**src/input_conditioner_pkg.sv**
```systemverilog
// shared constants for the digital input conditioner
package input_conditioner_pkg;
  // clock and scan timing
  localparam int unsigned CLK_HZ           = 20_000_000;
  localparam int unsigned SCAN_PERIOD_US   = 5000;
  localparam int unsigned SCAN_CYCLES      = CLK_HZ / 1_000_000 * SCAN_PERIOD_US;
  // delay settings count milliseconds; a millisecond tick drives the timers
  localparam int unsigned MS_PERIOD_US     = 1000;
  localparam int unsigned MS_CYCLES        = CLK_HZ / 1_000_000 * MS_PERIOD_US;
  localparam int unsigned AC_EXTRA_MS      = 30;
  localparam int unsigned DELAY_MAX_MS     = 1_800_000;
  localparam int unsigned DELAY_W          = 21;
  // thresholds in 0.1 V steps, measured voltage in 0.001 V steps
  localparam int unsigned LEVEL_W          = 12;
  localparam int unsigned VOLT_W           = 19;
  localparam logic [11:0] PICKUP_RESET     = 12'h370;  // 88.0 V
  localparam logic [11:0] DROPOUT_RESET    = 12'h258;  // 60.0 V
  localparam int unsigned MV_PER_STEP      = 100;
  localparam int unsigned AC_DROP_PERCENT  = 10;
  localparam int unsigned COUNT_W          = 32;
  // sense select encoding
  localparam logic        SENSE_NO         = 1'b0;
  localparam logic        SENSE_NC         = 1'b1;
endpackage

```
**src/qualify_timer.sv**
```systemverilog
// qualification timer: holds a raw level until it stays stable long enough
module qualify_timer
  import input_conditioner_pkg::*;
#(
  parameter int unsigned W = DELAY_W
) (
  input  wire logic         clk_in,
  input  wire logic         rst_in,
  input  wire logic         scan_tick_in,
  input  wire logic         ms_tick_in,
  input  wire logic         raw_in,
  input  wire logic [W-1:0] rise_ms_in,
  input  wire logic [W-1:0] fall_ms_in,
  output logic              state_out
);
  logic [W:0] elapsed;

  // a zero-width delay field cannot be served
  if (W < 1) begin : g_bad_width
    $error("delay width must be at least one bit");
  end

  // count ms while raw differs from output; a return to agreement restarts it
  always_ff @(posedge clk_in) begin
    if (rst_in) begin
      elapsed   <= '0;
      state_out <= 1'b0;
    end else if (raw_in == state_out) begin
      elapsed <= '0;
    end else if (scan_tick_in &&
                 elapsed >= {1'b0, (raw_in ? rise_ms_in : fall_ms_in)}) begin
      state_out <= raw_in;
      elapsed   <= '0;
    end else if (ms_tick_in && elapsed != '1) begin
      elapsed <= elapsed + 1'b1;
    end
  end
endmodule

```
**src/digital_input_conditioner.sv**
```systemverilog
// one conditioned input channel: hysteresis, sense, qualify, transition count
module digital_input_conditioner
  import input_conditioner_pkg::*;
#(
  parameter int unsigned SCAN_DIV = SCAN_CYCLES,
  parameter int unsigned MS_DIV   = MS_CYCLES
) (
  input  wire logic               clk_in,
  input  wire logic               rst_in,
  input  wire logic [VOLT_W-1:0]  channel_mv_in,
  input  wire logic               cfg_load_in,
  input  wire logic               input_sense_select_in,
  input  wire logic [LEVEL_W-1:0] pickup_level_in,
  input  wire logic [LEVEL_W-1:0] dropout_level_in,
  input  wire logic [DELAY_W-1:0] rise_qualify_delay_in,
  input  wire logic [DELAY_W-1:0] fall_qualify_delay_in,
  input  wire logic               alternating_supply_option_in,
  input  wire logic               clear_count_in,
  output logic                    input_channel_out,
  output logic                    raw_state_out,
  output logic                    scan_tick_out,
  output logic [VOLT_W-1:0]       voltage_now_out,
  output logic [COUNT_W-1:0]      transition_count_out
);
  //////////////////////////////////////////////////////////////////////////////
  // parameter checks, refused at elaboration

  // the scan counter is 24 bits and the millisecond counter 16 bits wide
  if (SCAN_DIV < 2 || SCAN_DIV > 32'h00FF_FFFF) begin : g_bad_scan_div
    $error("scan divider out of range");
  end
  if (MS_DIV < 2 || MS_DIV > 32'h0001_0000) begin : g_bad_ms_div
    $error("millisecond divider out of range");
  end

  //////////////////////////////////////////////////////////////////////////////
  // settings, latched on a load strobe so software writes one whole set
  // a change takes effect at the next scan tick, never in between

  logic                    sense;
  logic [LEVEL_W-1:0]      pickup;
  logic [LEVEL_W-1:0]      dropout;
  logic [DELAY_W-1:0]      rise_ms;
  logic [DELAY_W-1:0]      fall_ms;
  logic                    ac_mode;

  // delays above the documented ceiling are clipped rather than wrapped
  function automatic logic [DELAY_W-1:0] clip_ms(input logic [DELAY_W-1:0] v);
    clip_ms = (v > DELAY_W'(DELAY_MAX_MS)) ? DELAY_W'(DELAY_MAX_MS) : v;
  endfunction

  // sense select, normally open after reset
  always_ff @(posedge clk_in) begin
    if (rst_in)
      sense <= SENSE_NO;
    else if (cfg_load_in)
      sense <= input_sense_select_in;
  end

  // both levels in 0.1 V steps; dropout is kept while alternating mode
  // hides it, so turning the option off restores the user's value
  always_ff @(posedge clk_in) begin
    if (rst_in) begin
      pickup  <= PICKUP_RESET;
      dropout <= DROPOUT_RESET;
    end else if (cfg_load_in) begin
      pickup  <= pickup_level_in;
      dropout <= dropout_level_in;
    end
  end

  // qualify delays in milliseconds, zero after reset
  always_ff @(posedge clk_in) begin
    if (rst_in) begin
      rise_ms <= '0;
      fall_ms <= '0;
    end else if (cfg_load_in) begin
      rise_ms <= clip_ms(rise_qualify_delay_in);
      fall_ms <= clip_ms(fall_qualify_delay_in);
    end
  end

  // alternating supply option, off after reset
  always_ff @(posedge clk_in) begin
    if (rst_in)
      ac_mode <= 1'b0;
    else if (cfg_load_in)
      ac_mode <= alternating_supply_option_in;
  end

  //////////////////////////////////////////////////////////////////////////////
  // dividers: scan tick and millisecond tick
  // both restart on reset, so their relative phase is fixed

  logic [23:0] scan_cnt;
  logic [15:0] ms_cnt;
  logic        scan_tick;
  logic        ms_tick;

  // scan divider: one tick every SCAN_DIV clocks, the first SCAN_DIV
  // clocks after reset, so an update is at most one scan late
  always_ff @(posedge clk_in) begin
    if (rst_in) begin
      scan_cnt  <= '0;
      scan_tick <= 1'b0;
    end else if (scan_cnt == 24'(SCAN_DIV - 1)) begin
      scan_cnt  <= '0;
      scan_tick <= 1'b1;
    end else begin
      scan_cnt  <= scan_cnt + 24'h000001;
      scan_tick <= 1'b0;
    end
  end

  // millisecond divider; delays are only acted on at a scan tick, so a
  // delay may qualify up to one scan later than its setting
  always_ff @(posedge clk_in) begin
    if (rst_in) begin
      ms_cnt  <= '0;
      ms_tick <= 1'b0;
    end else if (ms_cnt == 16'(MS_DIV - 1)) begin
      ms_cnt  <= '0;
      ms_tick <= 1'b1;
    end else begin
      ms_cnt  <= ms_cnt + 16'h0001;
      ms_tick <= 1'b0;
    end
  end

  //////////////////////////////////////////////////////////////////////////////
  // thresholds in millivolts and hysteresis comparator
  // all three values are widened to millivolts before comparing

  logic [VOLT_W+4:0] pickup_mv;
  logic [VOLT_W+4:0] dropout_mv;
  logic [VOLT_W+4:0] volt_ext;

  // alternating mode: dropout is a tenth of pickup, i.e. pickup steps * 10 mV
  always_comb begin
    pickup_mv = (VOLT_W+5)'(pickup) * (VOLT_W+5)'(MV_PER_STEP);
    volt_ext  = (VOLT_W+5)'(channel_mv_in);
    if (ac_mode)
      dropout_mv = (VOLT_W+5)'(pickup) *
                   (VOLT_W+5)'(MV_PER_STEP * AC_DROP_PERCENT / 100);
    else
      dropout_mv = (VOLT_W+5)'(dropout) * (VOLT_W+5)'(MV_PER_STEP);
  end

  logic energised;
  logic next_energised;
  logic raw_level;

  // sense select decides what an energised input reads as
  function automatic logic apply_sense(input logic sel, input logic level);
    apply_sense = (sel == SENSE_NC) ? ~level : level;
  endfunction

  // above pickup energises, below dropout releases, equality holds
  always_comb begin
    if (volt_ext > pickup_mv)
      next_energised = 1'b1;
    else if (volt_ext < dropout_mv)
      next_energised = 1'b0;
    else
      next_energised = energised;
  end

  // comparator state moves only on the scan tick
  always_ff @(posedge clk_in) begin
    if (rst_in)
      energised <= 1'b0;
    else if (scan_tick)
      energised <= next_energised;
  end

  // sense is applied at the tick as well: a load between scans must not
  // move the raw state before the next scan has looked at the input
  always_ff @(posedge clk_in) begin
    if (rst_in)
      raw_level <= 1'b0;
    else if (scan_tick)
      raw_level <= apply_sense(sense, next_energised);
  end

  //////////////////////////////////////////////////////////////////////////////
  // qualification: alternating mode stretches only the falling delay

  logic [DELAY_W-1:0] fall_total;
  logic [DELAY_W:0]   fall_sum;
  logic               qualified;

  // alternating mode adds 30 ms to the fall delay; a sum beyond the
  // timer range saturates instead of wrapping to a short delay
  always_comb begin
    fall_sum   = {1'b0, fall_ms} + (DELAY_W+1)'(ac_mode ? AC_EXTRA_MS : 0);
    fall_total = fall_sum[DELAY_W] ? '1 : fall_sum[DELAY_W-1:0];
  end

  // one timer serves both directions; the pending direction picks the delay
  qualify_timer #(
    .W(DELAY_W)
  ) u_qualify (
    .clk_in       (clk_in),
    .rst_in       (rst_in),
    .scan_tick_in (scan_tick),
    .ms_tick_in   (ms_tick),
    .raw_in       (raw_level),
    .rise_ms_in   (rise_ms),
    .fall_ms_in   (fall_total),
    .state_out    (qualified)
  );

  //////////////////////////////////////////////////////////////////////////////
  // outputs and transition counter
  // every port below comes straight from a flip-flop

  logic prev_state;

  // last qualified state, for the rising-edge detect of the counter
  always_ff @(posedge clk_in) begin
    if (rst_in)
      prev_state <= 1'b0;
    else
      prev_state <= qualified;
  end

  // conditioned state, one clock behind the qualify timer
  always_ff @(posedge clk_in) begin
    if (rst_in)
      input_channel_out <= 1'b0;
    else
      input_channel_out <= qualified;
  end

  // raw state before the qualify delays, for observation
  always_ff @(posedge clk_in) begin
    if (rst_in)
      raw_state_out <= 1'b0;
    else
      raw_state_out <= raw_level;
  end

  // scan pulse, one cycle behind the internal tick
  always_ff @(posedge clk_in) begin
    if (rst_in)
      scan_tick_out <= 1'b0;
    else
      scan_tick_out <= scan_tick;
  end

  // present voltage in millivolts, refreshed every clock rather than per
  // scan so software always sees the newest converter value
  always_ff @(posedge clk_in) begin
    if (rst_in)
      voltage_now_out <= '0;
    else
      voltage_now_out <= channel_mv_in;
  end

  logic               count_rise;
  logic [COUNT_W-1:0] next_count;

  // one-cycle rise of the qualified state; the counter wraps after 2^32-1
  assign count_rise = qualified && !prev_state;

  // a rising edge in the clear cycle still counts: set beats clear
  always_comb begin
    if (count_rise && clear_count_in)
      next_count = COUNT_W'(1);
    else if (count_rise)
      next_count = transition_count_out + 1'b1;
    else if (clear_count_in)
      next_count = '0;
    else
      next_count = transition_count_out;
  end

  // counter register, lands on the same edge as the state output
  always_ff @(posedge clk_in) begin
    if (rst_in)
      transition_count_out <= '0;
    else
      transition_count_out <= next_count;
  end
endmodule

```
**config.mk**
```make
export PLATFORM = sky130hd
export DESIGN_NAME = digital_input_conditioner
export DESIGN_NICKNAME = d
export VERILOG_FILES = /design/src/input_conditioner_pkg.sv /design/src/qualify_timer.sv /design/src/digital_input_conditioner.sv
export SDC_FILE = /design/constraint.sdc
export NUM_CORES = 1
export LEC_CHECK = 0
export ABC_CLOCK_PERIOD_IN_PS = 5400
export BUFFER_PORTS_ARGS = -buffer_cell sky130_fd_sc_hd__buf_4
export CORE_MARGIN = 2
export CORE_UTILIZATION = 60
export CTS_CLUSTER_DIAMETER = 120
export DETAILED_ROUTE_END_ITERATION = 8
export PLACE_DENSITY = 0.82
export SLEW_MARGIN = 40
export SYNTH_ARGS = -nofsm -noshare
export SYNTH_HDL_FRONTEND = slang
export SYNTH_SLANG_ARGS = --single-unit
```
**constraint.sdc**
```tcl
create_clock -name clk_in -period 5.4 [get_ports clk_in]
set_clock_uncertainty 0.2 [all_clocks]
set_input_delay 0 -clock clk_in [delete_from_list [all_inputs] [get_ports clk_in]]
set_output_delay 0 -clock clk_in [all_outputs]
set_load 0.005 [all_outputs]
```
==> metrics.txt <==
Slew @ Worst Pin 0.7686 ns; layout cells sized above 1 0.1317; area of the core ~0.02 mm^2; Reg-to-Reg End raw_level; reg2reg start pickup[2]; register area share after synthesis 0.3087; CTS H-tree depth 4; Synth Area in Simple Gates 0.2187; initial antenna violation count 1; CP top delay family adder cells; Reg area roughly 0.0038 mm^2; Synth Instances between 1000 and 1500; number of synthesized flops with an enable pin 0; non-filler cells, final 1980; Avg Inst Size Synth between 8 and 9 um^2; Slew Viols, Final 0; Vias/cell slightly below 6; Synth Area in XOR/XNOR 0.07503; worst setup path class reg -> reg; post-synthesis mux area share 0.03297; worst path cell trace ha_1 -> ha_1 -> fa_1 -> ha_1 -> a21oi_2 -> nor2_1 -> or4_1 -> a41o_1 -> o41ai_2 -> xor2_1 -> ha_1 -> nand4_1 -> nor4_1 -> a32o_1 -> and3_1 -> xnor2_1 -> a31o_2; ANT nets after route 0; synth warn 0; fmax 0.1957 GHz; cell taking the most area after synthesis dfxtp_1; Critical Path RT approximately 5.5 ns; adder-cell share of the synthesized area 0.1925; final setup vio count 0; critical path data arrival time 5.24 ns; vias in the first global route 12008; worst min-delay path class in -> reg; root buf cell clkbuf_16; FILL cells ~1400; drt drc 0; die span in x 146.9 um; Int Power 2645 uW; # clock sinks around 190; critical path depth in cells 17; Post-Syn Nets about 1700; Crit Path Max Fanout 6; TNS Setup 0 ns; vias post-DR roughly 12000; Cell Area, Synth around 0.012 mm^2; Yosys cell types between 70 and 80; Hold Path Cell Cnt 4; Clock Path Buffers 2; CTS tree built; post-synthesis async set-or-reset flop share 0; crit path time final 5.111 ns; row count 52; Synth Area in Compound Gates 0.1287; DRT Wirelength ~34000 um; GRT overflow 0; Reg clk slew, reported paths 0.08 ns; area fraction of the dominant cell type after synthesis 0.3087; post-DR wirelength/cell 17.31 um; Die Height 146.9 um; first-pass GRT wire length around 57000 um; period utilisation layout 0.9464; Crit. End Element register; Finished Cell Area roughly 0.016 mm^2; Worst IR Drop VDD 0.2157 mV; status completed; Primary FF master, synth dfxtp_1; Layout area overhead 28.56%; Gate power share 0.302; Critical Path Max Stage Delay 0.48 ns; RSZ-0062 raised after global routing no; Total Routing Usage GR 0.3224; DP Wirelength about 22000 um; Placer Congestion a little over 0.9; #FFs+latches synth 189; critical path startpoint category register; Nets roughly 2000; port bufs 144; cell mode on critical path ha_1; Num CTS Buffers 17; worst r2r path cells 17; die area 0.02159 mm^2; Initial Util 0.6077; largest net degree at the start of global routing 80; largest family of logic cells by synthesized area simple AND/OR/NAND/NOR gates; worst hold start cfg_load_in; Max Cap Violations 0; P_sw approximately 1300 uW; slew margin rel. 0.4876; largest cells by area after synthesis dfxtp_1 31%, ha_1 17%, nor2_1 5.5%; postcts setup bufs 0; area of the multi-input gates between 0.007 and 0.008 mm^2; initial DRC count between 600 and 700; FF-to-FF setup slack 0.29 ns; Hold Vio Cnt, Final 0; Sequential Power Share 0.379; Clock Latency Late Sink 0.44 ns; switching power share of the total 0.3243; placed cell areas between 0.01 and 0.015 mm^2; first drt pass iteration count 5; Worst path slowest cell dfxtp_1; Lkg Pwr 0.007024 uW; Clock Power Share 0.319; Worst Path Buf+Inv 0; pwr dens around 250 mW/mm^2; WHS Endpoint fall_ms[3]; IO Count roughly 150; Inst Count DP roughly 1800
metal layers:
layer	track usage	vias up	share of wire
li1	-	5556	-
met5	0	-	0
met4	0.1438	0	0.040
met2	0.5765	381	0.50
met1	0.3752	5479	0.41
met3	0.06180	121	0.050
logic make-up after synthesis:
kind of cell               count (synthesis)
adders and majority gates                179
xor gates and xnor gates                 105
and+or+nand+nor                          522
muxes                                     40
AOI/OAI and AO/OA                        235
buffers and inverters                    138
DFF                                      189
Yosys cell counts (5+ instances only):
master / number
inv_1: 94
or3_1: 12
o22ai_1: 19
xor2_1: 53
dfxtp_1: 189
a21o_1: 15
and2_1: 10
o21a_1: 11
a31oi_1: 8
o21ai_0: 30
o221a_2: 9
o31ai_1: 6
and4_1: 11
xnor2_1: 52
nor3_1: 18
or2_2: 12
nand3_1: 52
a211oi_1: 18
ha_1: 163
and3_1: 19
clkbuf_1: 35
fa_1: 16
a21oi_1: 67
nand2b_1: 8
mux2i_1: 37
nor2b_1: 49
o21bai_1: 5
nor2_1: 180
o211ai_1: 12
nand4_1: 31
nand2_1: 84
nor4_1: 11
sequential cells by signal (all words and copies together), names as in the netlist, 12 cells and up:
signal	count
rise_ms	21
transition_count_out	32
pickup	12
u_qualify.elapsed	22
scan_cnt	24
dropout	12
ms_cnt	16
voltage_now_out	19
fall_ms	21
worst max-delay path by stage:
| stage | from | endpoint | slack [ns] |
|---|---|---|---|
| final | pickup[2] | raw_level | 0.29 |
| after global routing | pickup[2] | raw_level | 0.03 |
| after CTS | dropout[2] | raw_level | 0.40 |
| after detailed placement | dropout[2] | raw_level | 0.43 |
| after global placement | pickup[3] | raw_level | 0.58 |
| after floorplan | dropout[2] | raw_level | 0.69 |
cells in the final DEF, fill, tap and decap left out, drive strengths merged, types with 14 or more instances in the layout:
cell / instances
xor2: 53
inv: 101
dlygate4sd3: 162
a21oi: 67
and3: 20
a211oi: 18
nor4: 14
xnor2: 52
nor3: 19
nand3: 53
clkbuf: 20
ha: 163
nor2b: 49
a21o: 15
o21ai: 34
nand2: 84
mux2i: 37
nor2: 180
nand4: 33
fa: 16
dfxtp: 189
o22ai: 19
buf: 150
cell type report:
class	instances	share of cell area
Antenna cell	1	0.0001588
Clock buffer	20	0.02898
Clock inverter	12	0.007464
Inverter	95	0.02263
Multi-Input combinational cell	1081	0.5045
Sequential cell	189	0.2402
Tap cell	270	0.02144
Timing Repair Buffer	312	0.1746
worst reg2reg max path: stages (launching register included):
cell and delay (ns):
dfxtp_1 0.48, ha_1 0.30, ha_1 0.33, fa_1 0.47, ha_1 0.36, a21oi_2 0.23
nor2_1 0.09, or4_1 0.44, a41o_1 0.29, o41ai_2 0.26, xor2_1 0.12, ha_1 0.32
nand4_1 0.13, nor4_1 0.30, a32o_1 0.20, and3_1 0.19, xnor2_1 0.08, a31o_2 0.24
metrics by stage:
stage	worst slack [ns]	total power [uW]	util	hold slack [ns]
6_report	0.2892	3915	0.7813	0.01429
5_1_grt	0.03425	4125	0.7813	0.04873
4_1_cts	0.4000	3866	0.7808	0.004338
3_5_place_dp	0.4301	2524	0.6720	0.02001
3_3_place_gp	0.5786	2490	0.6716	0.01880
2_1_floorplan	0.6906	2249	-	-0.07182
power groups by stage:
stage / clock, uW / sequential, uW / combinational, uW
5_1_grt: 1310 / 1490 / 1320
4_1_cts: 1250 / 1480 / 1130
2_1_floorplan: 0 / 1500 / 751
3_5_place_dp: 0 / 1510 / 1010
6_report: 1250 / 1490 / 1180
3_3_place_gp: 0 / 1510 / 978
timing repair:
| action | in CTS | in global routing |
|---|---|---|
| resized for setup | 0 | 3 |
| hold buffers | 162 | 0 |
| hold endpoints to repair | 104 | 0 |
| setup endpoints to repair | 0 | 1 |
Note: power is estimated with default switching activity, not from simulation.
